$ cat config.mk
export PLATFORM = sky130hd
export DESIGN_NAME = fpio_regs
export DESIGN_NICKNAME = d
export VERILOG_FILES = /design/src/verilog/fpio_pkg.sv /design/src/verilog/fpio_sync_if.sv /design/src/verilog/fpio_regs.sv /design/src/verilog/fpio_sync.sv
export SDC_FILE = /design/constraint.sdc
export NUM_CORES = 1
export LEC_CHECK = 0
export BUFFER_PORTS_ARGS = -buffer_cell sky130_fd_sc_hd__buf_2
export CAP_MARGIN = 20
export CORE_AREA = 2 2 153 170
export CTS_CLUSTER_DIAMETER = 60
export DETAILED_ROUTE_END_ITERATION = 7
export DIE_AREA = 0 0 155 172
export PLACE_DENSITY = 0.74
export SYNTH_ARGS = -nofsm -noshare
export SYNTH_HDL_FRONTEND = slang
export SYNTH_SLANG_ARGS = --single-unit
$ cat constraint.sdc
create_clock -name mclk -period 2 [get_ports mclk]
set_input_delay 0.4 -clock mclk [delete_from_list [all_inputs] [get_ports mclk]]
set_output_delay 0.4 -clock mclk [all_outputs]
set_load 0.01 [all_outputs]
$ cat src/verilog/fpio_pkg.sv
package fpio_pkg;
  localparam int          DATA_W           = 32;
  localparam int          ADDR_W           = 16;
  localparam int          SYNC_STAGES      = 2;
  // register offsets (byte addresses)
  localparam logic [15:0] OFS_LVDS_SEL     = 16'h0010;
  localparam logic [15:0] OFS_MEZZ_SEL     = 16'h0014;
  localparam logic [15:0] OFS_LVDS_VALUE   = 16'h0040;
  localparam logic [15:0] OFS_MEZZ_VALUE   = 16'h0044;
  localparam logic [15:0] OFS_MEZZ_IN      = 16'h0060;
  localparam logic [15:0] OFS_TRIG_ONE     = 16'h0064;
  localparam logic [15:0] OFS_TRIG_TWO     = 16'h0068;
  localparam logic [15:0] OFS_SYNC         = 16'h006C;
  // reset values and field layout
  localparam logic [31:0] RST_VALUE        = 32'h00000000;
  localparam int          LINE_BIT         = 0;
  localparam logic [31:0] READ_ZERO        = 32'h00000000;
  // number of synchronised single lines: trigger one, trigger two, sync
  localparam int          LINE_COUNT       = 3;
  localparam int          IDX_TRIG_ONE     = 0;
  localparam int          IDX_TRIG_TWO     = 1;
  localparam int          IDX_SYNC         = 2;
endpackage : fpio_pkg

$ cat src/verilog/fpio_sync_if.sv
`timescale 1ns/1ps
// raw pin levels in, synchronised levels out
interface fpio_sync_if #(parameter int WIDTH = 35);
  logic [WIDTH-1:0] raw;
  logic [WIDTH-1:0] level;
  modport sampler (input raw, output level);
  modport user    (output raw, input level);
endinterface : fpio_sync_if
$ cat src/verilog/fpio_regs.sv
`timescale 1ns/1ps
// Behaviour
// - register-selected lvds bits driven from value register
// - register-selected mezzanine bits driven from value register
// - mezzanine input register reads input levels after the two-flop synchroniser
// - trigger-one register bit 0 reads line level
// - trigger-two register bit 0 reads line level
// - sync register bit 0 reads line level
// - lvds select bit one picks user logic
// - mezzanine select bit one picks user logic
module fpio_regs #(
  parameter int BUS_W = 32                          // width of each output bus
) (
  input  wire logic             mclk,               // system clock, 40 MHz
  input  wire logic             srst,               // synchronous reset, active high
  input  wire logic             regWrite,           // write strobe, one cycle
  input  wire logic             regRead,            // read strobe, one cycle
  input  wire logic [15:0]      regAddr,            // byte address
  input  wire logic [31:0]      regWdata,           // write data
  output logic      [31:0]      regRdata,           // read data, registered
  output logic                  regRdValid,         // read data valid pulse
  input  wire logic [BUS_W-1:0] userLvds,           // user logic lvds drive
  input  wire logic [BUS_W-1:0] userMezz,           // user logic mezzanine drive
  output logic      [BUS_W-1:0] lvdsOut,            // front panel lvds output bus
  output logic      [BUS_W-1:0] mezzOut,            // mezzanine output bus
  input  wire logic [BUS_W-1:0] mezzIn,             // mezzanine input bus pins
  input  wire logic             triggerOneLine,     // backplane trigger one pin
  input  wire logic             triggerTwoLine,     // backplane trigger two pin
  input  wire logic             syncLine            // backplane sync pin
);
  localparam int SW = BUS_W + fpio_pkg::LINE_COUNT;

  logic [BUS_W-1:0] lvdsOutSourceSelect;
  logic [BUS_W-1:0] mezzanineOutSourceSelect;
  logic [BUS_W-1:0] lvdsOutValue;
  logic [BUS_W-1:0] mezzanineOutValue;
  logic [BUS_W-1:0] mezzInLevel;
  logic [fpio_pkg::LINE_COUNT-1:0] lineLevel;
  logic [31:0]      next_regRdata;

  fpio_sync_if #(.WIDTH(SW)) syncBus ();

  // pins cross into mclk before any logic looks at them
  assign syncBus.raw = {mezzIn, syncLine, triggerTwoLine, triggerOneLine};

  fpio_sync #(.WIDTH(SW)) u_sync (
    .mclk (mclk),
    .srst (srst),
    .bus  (syncBus.sampler)
  );

  assign lineLevel   = syncBus.level[fpio_pkg::LINE_COUNT-1:0];
  assign mezzInLevel = syncBus.level[SW-1:fpio_pkg::LINE_COUNT];

  // per-bit source mux: one selects user logic, zero the value register
  function automatic logic [BUS_W-1:0] pickSource(input logic [BUS_W-1:0] sel,
                                                  input logic [BUS_W-1:0] user,
                                                  input logic [BUS_W-1:0] value);
    pickSource = (sel & user) | (~sel & value);
  endfunction : pickSource

  // single line placed in its bit, everything above reads zero
  function automatic logic [31:0] lineWord(input logic line);
    lineWord = fpio_pkg::READ_ZERO;
    lineWord[fpio_pkg::LINE_BIT] = line;
  endfunction : lineWord

  // offsets that answer with a level and take no write
  function automatic logic isReadOnly(input logic [15:0] addr);
    isReadOnly = (addr == fpio_pkg::OFS_MEZZ_IN) || (addr == fpio_pkg::OFS_TRIG_ONE) ||
                 (addr == fpio_pkg::OFS_TRIG_TWO) || (addr == fpio_pkg::OFS_SYNC);
  endfunction : isReadOnly

  // every offset this block decodes; anything else reads zero
  function automatic logic isMapped(input logic [15:0] addr);
    isMapped = isReadOnly(addr) || (addr == fpio_pkg::OFS_LVDS_SEL) || (addr == fpio_pkg::OFS_MEZZ_SEL) ||
               (addr == fpio_pkg::OFS_LVDS_VALUE) || (addr == fpio_pkg::OFS_MEZZ_VALUE);
  endfunction : isMapped

  // select registers; writes to read-only offsets fall through untouched
  always_ff @(posedge mclk) begin
    if (srst) begin
      lvdsOutSourceSelect      <= BUS_W'(fpio_pkg::RST_VALUE);
      mezzanineOutSourceSelect <= BUS_W'(fpio_pkg::RST_VALUE);
    end else if (regWrite) begin
      if (regAddr == fpio_pkg::OFS_LVDS_SEL)
        lvdsOutSourceSelect <= regWdata[BUS_W-1:0];
      if (regAddr == fpio_pkg::OFS_MEZZ_SEL)
        mezzanineOutSourceSelect <= regWdata[BUS_W-1:0];
    end
  end

  // static value registers
  always_ff @(posedge mclk) begin
    if (srst) begin
      lvdsOutValue      <= BUS_W'(fpio_pkg::RST_VALUE);
      mezzanineOutValue <= BUS_W'(fpio_pkg::RST_VALUE);
    end else if (regWrite) begin
      if (regAddr == fpio_pkg::OFS_LVDS_VALUE)
        lvdsOutValue <= regWdata[BUS_W-1:0];
      if (regAddr == fpio_pkg::OFS_MEZZ_VALUE)
        mezzanineOutValue <= regWdata[BUS_W-1:0];
    end
  end

  // output buses are flopped so no mux glitch reaches the pins; costs one cycle
  always_ff @(posedge mclk) begin
    if (srst) begin
      lvdsOut <= '0;
      mezzOut <= '0;
    end else begin
      lvdsOut <= pickSource(lvdsOutSourceSelect, userLvds, lvdsOutValue);
      mezzOut <= pickSource(mezzanineOutSourceSelect, userMezz, mezzanineOutValue);
    end
  end

  // read decode; unmapped offsets return zero
  always_comb begin
    next_regRdata = fpio_pkg::READ_ZERO;
    case (regAddr)
      fpio_pkg::OFS_LVDS_SEL: next_regRdata = 32'(lvdsOutSourceSelect);
      fpio_pkg::OFS_MEZZ_SEL: next_regRdata = 32'(mezzanineOutSourceSelect);
      fpio_pkg::OFS_LVDS_VALUE: next_regRdata = 32'(lvdsOutValue);
      fpio_pkg::OFS_MEZZ_VALUE: next_regRdata = 32'(mezzanineOutValue);
      fpio_pkg::OFS_MEZZ_IN:    next_regRdata = 32'(mezzInLevel);
      fpio_pkg::OFS_TRIG_ONE:   next_regRdata = lineWord(lineLevel[fpio_pkg::IDX_TRIG_ONE]);
      fpio_pkg::OFS_TRIG_TWO:   next_regRdata = lineWord(lineLevel[fpio_pkg::IDX_TRIG_TWO]);
      fpio_pkg::OFS_SYNC:       next_regRdata = lineWord(lineLevel[fpio_pkg::IDX_SYNC]);
      default:                next_regRdata = fpio_pkg::READ_ZERO;
    endcase
  end

  // read data holds until the next read
  always_ff @(posedge mclk) begin
    if (srst) begin
      regRdata   <= fpio_pkg::READ_ZERO;
      regRdValid <= 1'b0;
    end else begin
      regRdValid <= regRead;
      if (regRead)
        regRdata <= next_regRdata;
    end
  end
endmodule : fpio_regs

$ cat src/verilog/fpio_sync.sv
`timescale 1ns/1ps
module fpio_sync #(
  parameter int WIDTH = 35                 // bits to synchronise
) (
  input  wire logic mclk,                  // system clock
  input  wire logic srst,                  // synchronous reset, active high
  fpio_sync_if.sampler bus                 // raw in, level out
);
  logic [WIDTH-1:0] stageOne;
  logic [WIDTH-1:0] stageTwo;

  // two-flop synchroniser; stageOne is read by stageTwo only
  always_ff @(posedge mclk) begin
    if (srst) begin
      stageOne <= '0;
      stageTwo <= '0;
    end else begin
      stageOne <= bus.raw;
      stageTwo <= stageOne;
    end
  end

  assign bus.level = stageTwo;
endmodule : fpio_sync

# [Word level (Yosys, flattened, before mapping)]
# Cells that the tools add are included.
[word_totals] rom_bits=0 latchBits=0 regBits=295 input_bits=151 out_inout_bits=97 ramBits=0 n_memories=0
[classes] n_mux=1 shift=0 order_cmp=0 addsub=0 n_reduce_logical=4 eq_ne=8 mul=0 div_mod_pow=0 n_bitwise=8
[ops] operator="32-bit one-hot mux with 8 select lines" count=1
[ops] operator="32-bit bitwise AND" count=4
[ops] operator="16-bit by 7-bit == test with 1-bit output, second input constant" count=6
[ops] operator="32-bit inverter" count=2
[ops] operator="32-bit OR" count=2
[ops] operator="16-bit by 5-bit == test with 1-bit output, second input constant" count=2
[ops] operator="2-bit AND reduction" count=4

# [Longest topological paths before layout]
# Gate-level depths: netlist (run 1).
[logic_depth] word_depth=3 mapped_depth=7 mapped_depth_nobuf=4

# [Cells and area by module]
# From an unflattened synthesis (run 1), not the netlist that was laid out.
[unflattened] hier_cells=1170 hier_area_um2=10754.1
[by_module_without_submodules] module="fpio_regs" area_each_um2=8879.8 cells_each=1023 instances=1
[by_module_without_submodules] module="fpio_sync" area_each_um2=1874.3 cells_each=147 instances=1

# [Worst setup path before layout (run 1)]
# No wires, ideal clock.
[synth_timing] kind="input port to flip-flop" startpoint="in regAddr[13]" endpoint="reg regRdata[10]" arrival_ns=1.791 stages=5 path_buffers=1 slack_ns=0.128 path_cell_list="or4_1 > nor4_4 > buf_6 > a21oi_2 > a211oi_2"
[synth_via] elab_chain_len=2
[synth_rtl] element="start: declaration" line_no="fpio_regs.sv:18" rtl="input wire logic [15:0] regAddr,"
[synth_rtl] element="16-bit by 7-bit == test with 1-bit output or 16-bit by 5-bit == test with 1-bit output (tied branches)" line_no="fpio_regs.sv:120" rtl="case (regAddr)"
[synth_rtl] element="32-bit one-hot mux with 8 select lines *" line_no="fpio_regs.sv:120"
[synth_rtl] element="end signal: assignment" line_no="fpio_regs.sv:136" rtl="regRdata <= fpio_pkg::READ_ZERO;"
[synth_rtl] element="end signal: assignment" line_no="fpio_regs.sv:141" rtl="regRdata <= next_regRdata;"
[synth_rtl] element="end: declaration" line_no="fpio_regs.sv:20" rtl="output logic [31:0] regRdata,"
# Every way passes the cells marked *; elsewhere a longest branch is shown, timed or not.
# A chain may end at the register's enable or synchronous reset.

# [Final worst setup path (run 1)]
[layout_timing] startpoint="in regAddr[13]" endpoint="reg regRdata[2]"
# The elaborated chain is that of the path after synthesis.

==> impl_metrics.py, run 1 <==
metrics = {
    "status": {
        "status": "complete, no violations",
    },
    "floorplan": {
        "die_area_sq_um": 26700,
        "die_w_um": 155,
        "start_util_pct": 48.1,
        "num_io_pins": 248,
        "row_count": 61,
        "die_h_um": 172,
        "core_area_sq_um": 25000,
    },
    "global_routing": {
        "grt_first_pass_wirelength_um": 47800,
        "grt_start_max_net_pins": 56,
        "grt_usage_pct": 22.4,
        "antenna_found_initial": 1,
        "overflow": 0,
        "grt_pass1_vias": 8839,
    },
    "final_layout": {
        "layout_common_cells": "295 x dfxtp_1, 246 x buf_2, 192 x mux2i_1",
        "design_area_sq_um": 15100,
        "n_fill_cell": 2065,
        "syn_to_final_growth_pct": 25.6,
        "layout.nets": 1523,
        "stdcell_count": 1713,
        "final_common_cell": "dfxtp_1",
        "drive_gt1_share_pct": 30.4,
    },
    "drt": {
        "antenna_left": 0,
        "dr.first_iter.drc_count": 636,
        "vias_per_cell": 5.27,
        "drc": 0,
        "wire_per_inst_um": 17.9,
        "firstDrtPassIters": 8,
        "wl_um": 30700,
        "via_count": 9026,
    },
    "placement": {
        "io_buffers": 247,
        "gp_congestion": 0.813,
        "placed_cell_area_sq_um": 14000,
        "place_ws_ns": -0.159,
        "post-dp-hpwl_um": 21200,
        "placed_cells_incl_taps": 1654,
    },
    "timing": {
        "tightestPinTransition_ns": 0.447,
        "post-route-period-util_pct": 81.2,
        "hold_viol_final": 0,
        "fmax_mhz": 616,
        "rsz0062_at_grt": "false",
        "clock_skew_ns": 0.00850,
        "drv_slew": 0,
        "min_period_ns": 1.62,
        "timing.slew.headroom_pct": 70.2,
        "whs_ns": 0.0550,
        "setup_ws_ns": 0.377,
        "setup_violations": 0,
    },
    "run": {
        "maxCapViolCount": 0,
    },
    "clock_network": {
        "clock_sinks": 295,
        "cts-hold-fix-buffers": 0,
        "cts_setup_buffers": 0,
        "cts_buffers": 31,
        "path_clk_slew_ns": 0.06,
        "cts_tree": "yes",
        "root_buffer": "clkbuf_16",
        "clock_latency_ns": 0.55,
        "htree_levels": 1,
        "cts_buffer_depth": 3,
        "post_cts_resized": 0,
    },
    "critical_path": {
        "reg2reg_from": "u_sync.bus.level[2]",
        "arrival_ns": 2.09,
        "worstPathMaxFanout": 31,
        "cp-start-kind": "input port",
        "endpoint_kind": "flop",
        "crit_type": "input port to flop",
        "required_ns": 2.47,
        "startpoint": "regAddr[13]",
    },
    "logic_synthesis": {
        "syn_inst": 1123,
        "ys_ff_latch": 295,
        "synth_area_sq_um": 12000,
        "synthesis.nets": 1274,
        "seq_area_frac_synth_pct": 49.2,
        "synth_cell_types": 39,
        "postSynthAreaPerCell_sq_um": 10.7,
        "ys.flop_type": "dfxtp_1",
        "ys_async_sr_fraction_pct": 0,
        "yosysWarnings": 0,
        "synth_edf_count": 0,
    },
    "power_and_ir_drop": {
        "p_leak_nw": 6.37,
        "fin_total_pwr_w": 0.0126,
        "power.density_nw_per_um2": 833,
        "max-vdd-ir-drop_mv": 0.705,
    },
    "worst_hold_path": {
        "hp-class": "input port to flop",
        "hold_start": "mezzIn[4]",
    },
}
==> layer usage <==
metal  GRT usage, %  routed length (um)  vias to the layer above
li1               -                   -                     4395
met5              0                   0                        -
met4           7.05                 803                        0
met3           3.43                1730                       46
met1           30.5               14100                     4289
met2           36.7               14100                      296
==> worst max-delay path, cell delays in order <==
cell and delay, ns:
buf_2 0.10, or4_1 0.63, nor4_4 0.32, buf_12 0.28
a21oi_2 0.09, a211oi_2 0.23
==> worst paths after layout <==
kind,slack [ns],cells after the start,endpoint
max,0.38,6,regRdata[2]
min,0.06,2,u_sync.stageOne[7]
max reg2reg,0.80,3,regRdata[0]
min reg2reg,0.43,1,u_sync.bus.level[29]
==> through the flow <==
step	utilization [%]	TNS, ns
floorplan	-	0
global placement	56.1	-2.92
detailed placement	56.1	-4.89
CTS	60.4	0
global route	60.4	0
finish	60.4	0
==> where the power goes <==
| group | total (W) | switching, W | internal (W) |
|---|---|---|---|
| logic | 0.000613 | 0.000320 | 0.000293 |
| clock network | 0.00599 | 0.00235 | 0.00364 |
| registers | 0.00596 | 0.0000161 | 0.00594 |
| total | 0.0126 | 0.00268 | 0.00987 |
==> registers in the layout (all words and copies together) (netlist names) <==
name,cells
lvdsOutValue,32
regRdata,32
lvdsOutSourceSelect,32
u_sync.bus.level,35
mezzanineOutValue,32
lvdsOut,32
regRdValid,1
mezzanineOutSourceSelect,32
u_sync.stageOne,35
mezzOut,32
==> Yosys cell counts (4+ instances only) <==
| cell type | instances | area, sq um |
|---|---|---|
| buf_1 | 4 | 15.0 |
| a21oi_1 | 35 | 175 |
| a21oi_2 | 30 | 263 |
| nand2b_1 | 161 | 1010 |
| nor2_1 | 67 | 251 |
| or2_1 | 29 | 181 |
| clkbuf_1 | 51 | 191 |
| buf_2 | 22 | 110 |
| nor2b_1 | 107 | 669 |
| mux2i_1 | 192 | 1920 |
| dfxtp_1 | 295 | 5910 |
| a211oi_2 | 30 | 375 |
| a222oi_1 | 31 | 310 |
| nand3b_1 | 4 | 30.0 |
| a22o_1 | 31 | 272 |
==> cells by family after synthesis <==
family,Yosys count,synth area share [%]
simple gates,388,19.4
mux,193,16.2
buf+inv,84,3.14
xor+xnor,1,0.0730
compound gates,162,12.0
flops,295,49.2
==> cell type report <==
class	count	area [sq um]	share of cell area (%)
flip-flops and latches	295	5910	39.2
multi-input cells	744	5760	38.2
repair buffers	299	1920	12.8
clock buffers	46	902	5.99
well taps	315	394	2.62
clock inverters	12	174	1.15
inverters	1	3.75	0.0249
diodes	1	2.50	0.0166
(Power assumes the default switching activity.)
==> run 2: changes to the inputs <==
--- a/config.mk
+++ b/config.mk
@@ -5,13 +5,14 @@
 export SDC_FILE = /design/constraint.sdc
 export NUM_CORES = 1
 export LEC_CHECK = 0
+export ABC_AREA = 1
 export BUFFER_PORTS_ARGS = -buffer_cell sky130_fd_sc_hd__buf_2
 export CAP_MARGIN = 20
-export CORE_AREA = 2 2 153 170
+export CORE_AREA = 2 2 144 160
 export CTS_CLUSTER_DIAMETER = 60
 export DETAILED_ROUTE_END_ITERATION = 7
-export DIE_AREA = 0 0 155 172
-export PLACE_DENSITY = 0.74
+export DIE_AREA = 0 0 146 162
+export PLACE_DENSITY = 0.78
 export SYNTH_ARGS = -nofsm -noshare
 export SYNTH_HDL_FRONTEND = slang
 export SYNTH_SLANG_ARGS = --single-unit
==> constraint.sdc (replaced) <==
create_clock -name mclk -period 1.6 [get_ports mclk]
set_input_delay 0.32 -clock mclk [delete_from_list [all_inputs] [get_ports mclk]]
set_output_delay 0.32 -clock mclk [all_outputs]
set_load 0.01 [all_outputs]
==> run 2 against run 1 <==
  * Critical path depth is 5 lower
  * Die area is 11% lower
  * Area after synthesis fell by 2.2%
  * Count of clock-buffer cells in the layout fell by 8
  * Final area is 1.6% higher
  * Cell count up 26%
  * Synthesized cell count increased by 38%
  * Clock skew increased by 0.013 ns
  * Sequential share of layout area is 0.60 points lower
  * Via count is 25% higher
  * Register-to-register slack lost 0.28 ns
  * Global-route usage rose by 5.3 points
  * Critical path type is now flop to output pin
  * Critical endpoint is now regRdata[17]
==> impl_metrics.py, run 2 <==
metrics = {
    "status": {
        "status": "complete, no violations",
    },
    "global_routing": {
        "overflow": 0,
        "antenna_found_initial": 3,
        "grt_start_max_net_pins": 58,
        "grt_usage_pct": 27.6,
        "grt_pass1_vias": 10700,
        "grt_first_pass_wirelength_um": 53500,
    },
    "timing": {
        "fmax_mhz": 689,
        "min_period_ns": 1.45,
        "fin_tns_setup_ns": 0,
        "clock_skew_ns": 0.0214,
        "hold_viol_final": 0,
        "post-route-period-util_pct": 90.7,
        "timing.slew.headroom_pct": 66.6,
        "rsz0062_at_grt": "false",
        "drv_slew": 0,
        "setup_violations": 0,
        "tightestPinTransition_ns": 0.501,
    },
    "drt": {
        "wl_met1_um": 14000,
        "top_layer": "met4",
        "antenna_left": 0,
        "wire_per_inst_um": 15.7,
        "via_count": 11300,
        "vias_per_cell": 5.21,
        "firstDrtPassIters": 5,
        "wl_met2_um": 16100,
        "drc": 0,
        "dr.first_iter.drc_count": 764,
        "wl_um": 33900,
        "dr_wl_met3_um": 2520,
    },
    "floorplan": {
        "row_count": 57,
        "start_util_pct": 53.4,
        "die_w_um": 146,
        "core_area_sq_um": 22000,
        "die_h_um": 162,
        "num_io_pins": 248,
        "die_area_sq_um": 23700,
    },
    "logic_synthesis": {
        "synth_top_area_share_pct": 50.3,
        "ys_ff_latch": 295,
        "yosysMostFrequentCell": "nand2_1",
        "synthesis.nets": 1703,
        "ys_async_sr_fraction_pct": 0,
        "yosysTopAreaCell": "dfxtp_1",
        "syn_inst": 1552,
        "synth_area_leaders": "dfxtp_1 50%, nand2_1 12%, a21oi_1 6.8%",
        "synth_cell_types": 20,
        "seq_area_frac_synth_pct": 50.3,
        "synthTopCellsByCount": "390 x nand2_1, 295 x dfxtp_1, 182 x nor2_1, 160 x a21oi_1, 139 x inv_1",
        "ys.flop_type": "dfxtp_1",
        "synth_edf_count": 0,
        "synth_area_sq_um": 11700,
        "postSynthAreaPerCell_sq_um": 7.56,
        "yosysWarnings": 0,
    },
    "critical_path": {
        "r2r.worst_path.cells": 6,
        "crit_chain": "buf_2",
        "path_buf_inv": 1,
        "required_ns": 1.28,
        "reg2reg_from": "mezzanineOutSourceSelect[16]",
        "arrival_ns": 1.13,
        "crit_slowest_cell": "dfxtp_1",
        "startpoint": "regRdata[17]",
        "critPathMaxStageDelay_ns": 0.41,
        "crit_family": "flip-flops",
        "cp-start-kind": "flop",
        "endpoint_kind": "output pin",
        "crit_type": "flop to output pin",
        "worstPathMaxFanout": 2,
        "crit_cells": 1,
    },
    "placement": {
        "gp_congestion": 0.925,
        "io_buffers": 247,
        "post-dp-hpwl_um": 22900,
        "placed_cell_area_sq_um": 13700,
    },
    "final_layout": {
        "final_common_cell": "nand2_1",
        "final_core_util_pct": 69.7,
        "regArea_sq_um": 5910,
        "n_fill_cell": 1778,
        "layout.nets": 1996,
        "multi_input_area_sq_um": 4770,
        "layout_common_cells": "390 x nand2_1, 295 x dfxtp_1, 246 x buf_2",
        "syn_to_final_growth_pct": 30.4,
        "design_area_sq_um": 15300,
        "drive_gt1_share_pct": 21.8,
    },
    "clock_network": {
        "cts-hold-fix-buffers": 55,
        "path_clk_slew_ns": 0.06,
        "cts_tree": "yes",
        "root_buffer": "clkbuf_16",
        "cts_buffers": 30,
        "cts_setup_buffers": 0,
        "htree_levels": 1,
        "cts_buffer_depth": 3,
        "clock_latency_ns": 0.57,
        "post_cts_resized": 0,
        "clock_sinks": 295,
    },
    "power_and_ir_drop": {
        "p_leak_nw": 6.59,
        "max-vdd-ir-drop_mv": 0.952,
        "power.density_nw_per_um2": 1010,
    },
    "run": {
        "maxCapViolCount": 0,
    },
    "worst_hold_path": {
        "hp-class": "input port to flop",
        "hold_start": "userLvds[10]",
        "hold-path-cell-count": 3,
    },
}
[run 2: area by class of cell]
cell class                      count  share of cell area [%]
Antenna cell                        3                  0.0491
Multi-Input combinational cell   1007                    31.2
Inverter                          139                    3.41
Clock inverter                     15                    1.28
Sequential cell                   295                    38.6
Clock buffer                       38                    5.49
Tap cell                          295                    2.41
Timing Repair Buffer              372                    17.6
[run 2: cell families after synthesis]
group           after synthesis  share of synthesized area (%)
simple gates                783                           28.4
flops                       295                           50.3
buf+inv                     250                           9.16
compound gates              224                           12.1
[run 2: layer usage]
metal  GRT usage (%)  vias up
met5               0        -
met3            4.92       87
met1            35.0     5127
li1                -     5610
met2            47.0      450
met4            11.1        0
[run 2: path summary, 6_finish.rpt]
| check | slack [ns] | end |
|---|---|---|
| worst max register to register | 0.52 | regRdata[16] |
| worst max-delay path | 0.15 | regRdata[17] |
| worst min-delay path | 0.01 | lvdsOut[10] |
| worst min register to register | 0.39 | u_sync.bus.level[20] |
[run 2: report_power, final]
group	switching [W]	internal, W
logic	0.000397	0.000331
clock network	0.00291	0.00435
registers	0.0000211	0.00743
[run 2: per-stage QoR]
stage	hold slack (ns)	power (W)	instances	setup slack, ns
CTS	0.000625	0.0155	2160	0.158
global placement	0.389	0.00822	2052	-0.132
global route	0.00754	0.0159	2164	0.124
floorplan	0.388	0.00784	1552	0.182
finish	0.0124	0.0154	2164	0.149
detailed placement	0.392	0.00822	2052	-0.201
==> run 3: changes to the inputs <==
--- a/config.mk
+++ b/config.mk
@@ -5,14 +5,14 @@
 export SDC_FILE = /design/constraint.sdc
 export NUM_CORES = 1
 export LEC_CHECK = 0
-export ABC_AREA = 1
 export BUFFER_PORTS_ARGS = -buffer_cell sky130_fd_sc_hd__buf_2
 export CAP_MARGIN = 20
 export CORE_AREA = 2 2 144 160
 export CTS_CLUSTER_DIAMETER = 60
 export DETAILED_ROUTE_END_ITERATION = 7
 export DIE_AREA = 0 0 146 162
-export PLACE_DENSITY = 0.78
+export PLACE_DENSITY = 0.79
+export SKIP_CTS_REPAIR_TIMING = 1
 export SYNTH_ARGS = -nofsm -noshare
 export SYNTH_HDL_FRONTEND = slang
 export SYNTH_SLANG_ARGS = --single-unit
==> run 3 against run 2 <==
  * Largest cell class unchanged
  * Count of clock-buffer cells in the layout is 5 higher
  * The run now ends with hold timing left
  * Utilization is 1.2 points lower
  * Cell count is 21% lower
  * Combinational power is 7.5% higher
  * Hold slack worse by 0.021 ns
  * Clock skew is 0.0092 ns lower
  * Register-to-register slack worse by 0.12 ns
  * First-iteration DRC count is 31% lower
  * Wire length is 10% lower
  * Via count is 19% lower
  * Clock power is 6.3% lower
  * Largest power group unchanged
  * Sequential share of layout area is 0.68 points higher
  * Highest routed layer unchanged
==> impl_metrics.py, run 3 (synthesis gave the netlist of run 1 again) <==
metrics = {
    "status": {
        "status": "complete, but fails checks",
        "violations": "hold timing",
    },
    "final_layout": {
        "layout.nets": 1536,
        "syn_to_final_growth_pct": 25.4,
        "drive_gt1_share_pct": 31.0,
        "n_fill_cell": 1704,
        "final_core_util_pct": 68.5,
        "final_common_cell": "dfxtp_1",
        "layout_common_cells": "295 x dfxtp_1, 246 x buf_2, 192 x mux2i_1",
    },
    "critical_path": {
        "cp-start-kind": "input port",
        "arrival_ns": 1.92,
        "r2r_slack_ns": 0.40,
        "reg2reg_from": "u_sync.bus.level[2]",
        "r2r.worst_path.cells": 3,
        "rr_endpoint": "regRdata[0]",
        "worstPathMaxFanout": 17,
        "endpoint_kind": "flop",
        "required_ns": 2.05,
        "crit_type": "input port to flop",
    },
    "clock_network": {
        "root_buffer": "clkbuf_16",
        "cts_buffers": 29,
        "cts_buffer_depth": 3,
        "htree_levels": 1,
        "path_clk_slew_ns": 0.06,
        "clock_latency_ns": 0.54,
        "clock_sinks": 295,
        "cts_tree": "yes",
    },
    "drt": {
        "antenna_left": 0,
        "dr.first_iter.drc_count": 524,
        "drc": 0,
        "vias_per_cell": 5.35,
        "via_count": 9132,
        "firstDrtPassIters": 5,
        "wire_per_inst_um": 17.8,
        "wl_um": 30400,
    },
    "run": {
        "maxCapViolCount": 0,
    },
    "floorplan": {
        "start_util_pct": 54.6,
        "num_io_pins": 248,
        "die_w_um": 146,
        "die_h_um": 162,
        "core_area_sq_um": 22000,
        "row_count": 57,
        "die_area_sq_um": 23700,
    },
    "timing": {
        "rsz0062_at_grt": "false",
        "tightestPinTransition_ns": 0.349,
        "whs_ns": -0.00849,
        "min_period_ns": 1.47,
        "clock_skew_ns": 0.0123,
        "hold_viol_final": 6,
        "drv_slew": 0,
        "setup_violations": 0,
        "timing.slew.headroom_pct": 76.7,
        "post-route-period-util_pct": 92.1,
        "fmax_mhz": 679,
    },
    "global_routing": {
        "grt_usage_pct": 25.2,
        "overflow": 0,
        "grt_pass1_vias": 9298,
        "antenna_found_initial": 5,
        "grt_first_pass_wirelength_um": 48500,
        "grt_start_max_net_pins": 56,
    },
    "power_and_ir_drop": {
        "p_leak_nw": 6.37,
        "fin_total_pwr_w": 0.0150,
        "max-vdd-ir-drop_mv": 0.801,
        "power.switching_w": 0.00320,
        "power.density_nw_per_um2": 999,
        "swShare_pct": 21.3,
        "pwr-share-clk_pct": 45.2,
        "p_comb_share_pct": 5.2,
        "p_int_w": 0.0118,
        "p_seq_share_pct": 49.5,
    },
    "placement": {
        "gp_congestion": 0.799,
        "io_buffers": 247,
        "post-dp-hpwl_um": 20700,
    },
    "worst_hold_path": {
        "min_to": "u_sync.stageOne[18]",
        "hp-class": "input port to flop",
        "hold_start": "mezzIn[15]",
        "hold-path-cell-count": 2,
    },
}
run 3: cell types whose count changed in the layout (fill, tap and decap cells not counted), moves of 63 or more:
cell	change
nor2_1	-115
nand4_1	-63
nand3_1	-134
inv_1	-138
nand2_1	-390
nor2b_1	+105
nand2b_1	+161
mux2i_1	+192
a21oi_1	-125
run 3: worst max-delay path, stage by stage:
cell and delay [ns]:
buf_2 0.10, or4_4 0.58, nor4_4 0.37, buf_12 0.23, a21oi_1 0.10, a211oi_1 0.22
run 3: per-stage QoR:
step | hold WS (ns) | setup WS [ns] | area, sq um | cells | setup TNS, ns
CTS | -0.0226 | 0.0906 | 15000 | 1698 | 0
finish | -0.00849 | 0.127 | 15000 | 1707 | 0
floorplan | 0.414 | -0.150 | 12100 | 1123 | -4.71
global placement | 0.418 | -0.422 | 14000 | 1645 | -39.77
global route | 0.00139 | 0.0694 | 15000 | 1706 | 0
detailed placement | 0.422 | -0.456 | 14000 | 1645 | -45.91
run 3: worst max path at each step:
stage / cells after the start / to / slack [ns] / from
after floorplan: 5 / regRdata[10] / -0.15 / regAddr[14]
after global placement: 6 / regRdata[17] / -0.42 / regAddr[14]
after detailed placement: 6 / regRdata[29] / -0.46 / regAddr[12]
after CTS: 6 / regRdata[23] / 0.09 / regAddr[12]
after global routing: 6 / regRdata[16] / 0.07 / regAddr[14]
final: 6 / regRdata[30] / 0.13 / regAddr[14]
run 3: cell type report:
class	count	area [sq um]	area share (%)
clock inverter	10	103	0.682
tap	295	369	2.45
multi-input combinational	744	5790	38.5
antenna	5	12.5	0.0832
inverter	1	3.75	0.0250
clock buffer	43	858	5.71
sequential	295	5910	39.3
timing repair buffer	314	2000	13.3
run 3: power by group through the flow:
| stage | logic, W | registers (W) | clock network [W] |
|---|---|---|---|
| 3_3_place_gp | 0.000774 | 0.00761 | 0 |
| 5_1_grt | 0.000843 | 0.00745 | 0.00720 |
| 4_1_cts | 0.000778 | 0.00744 | 0.00691 |
| 3_5_place_dp | 0.000775 | 0.00761 | 0 |
| 6_report | 0.000784 | 0.00745 | 0.00680 |
| 2_1_floorplan | 0.000352 | 0.00760 | 0 |
run 3: layer usage:
| metal | up-vias | part of all wire, % | global-route usage [%] |
|---|---|---|---|
| met4 | 0 | 2.4 | 8.25 |
| met2 | 295 | 48 | 43.3 |
| met1 | 4363 | 44 | 32.8 |
| li1 | 4421 | - | - |
| met3 | 53 | 6.0 | 3.74 |
| met5 | - | 0 | 0 |
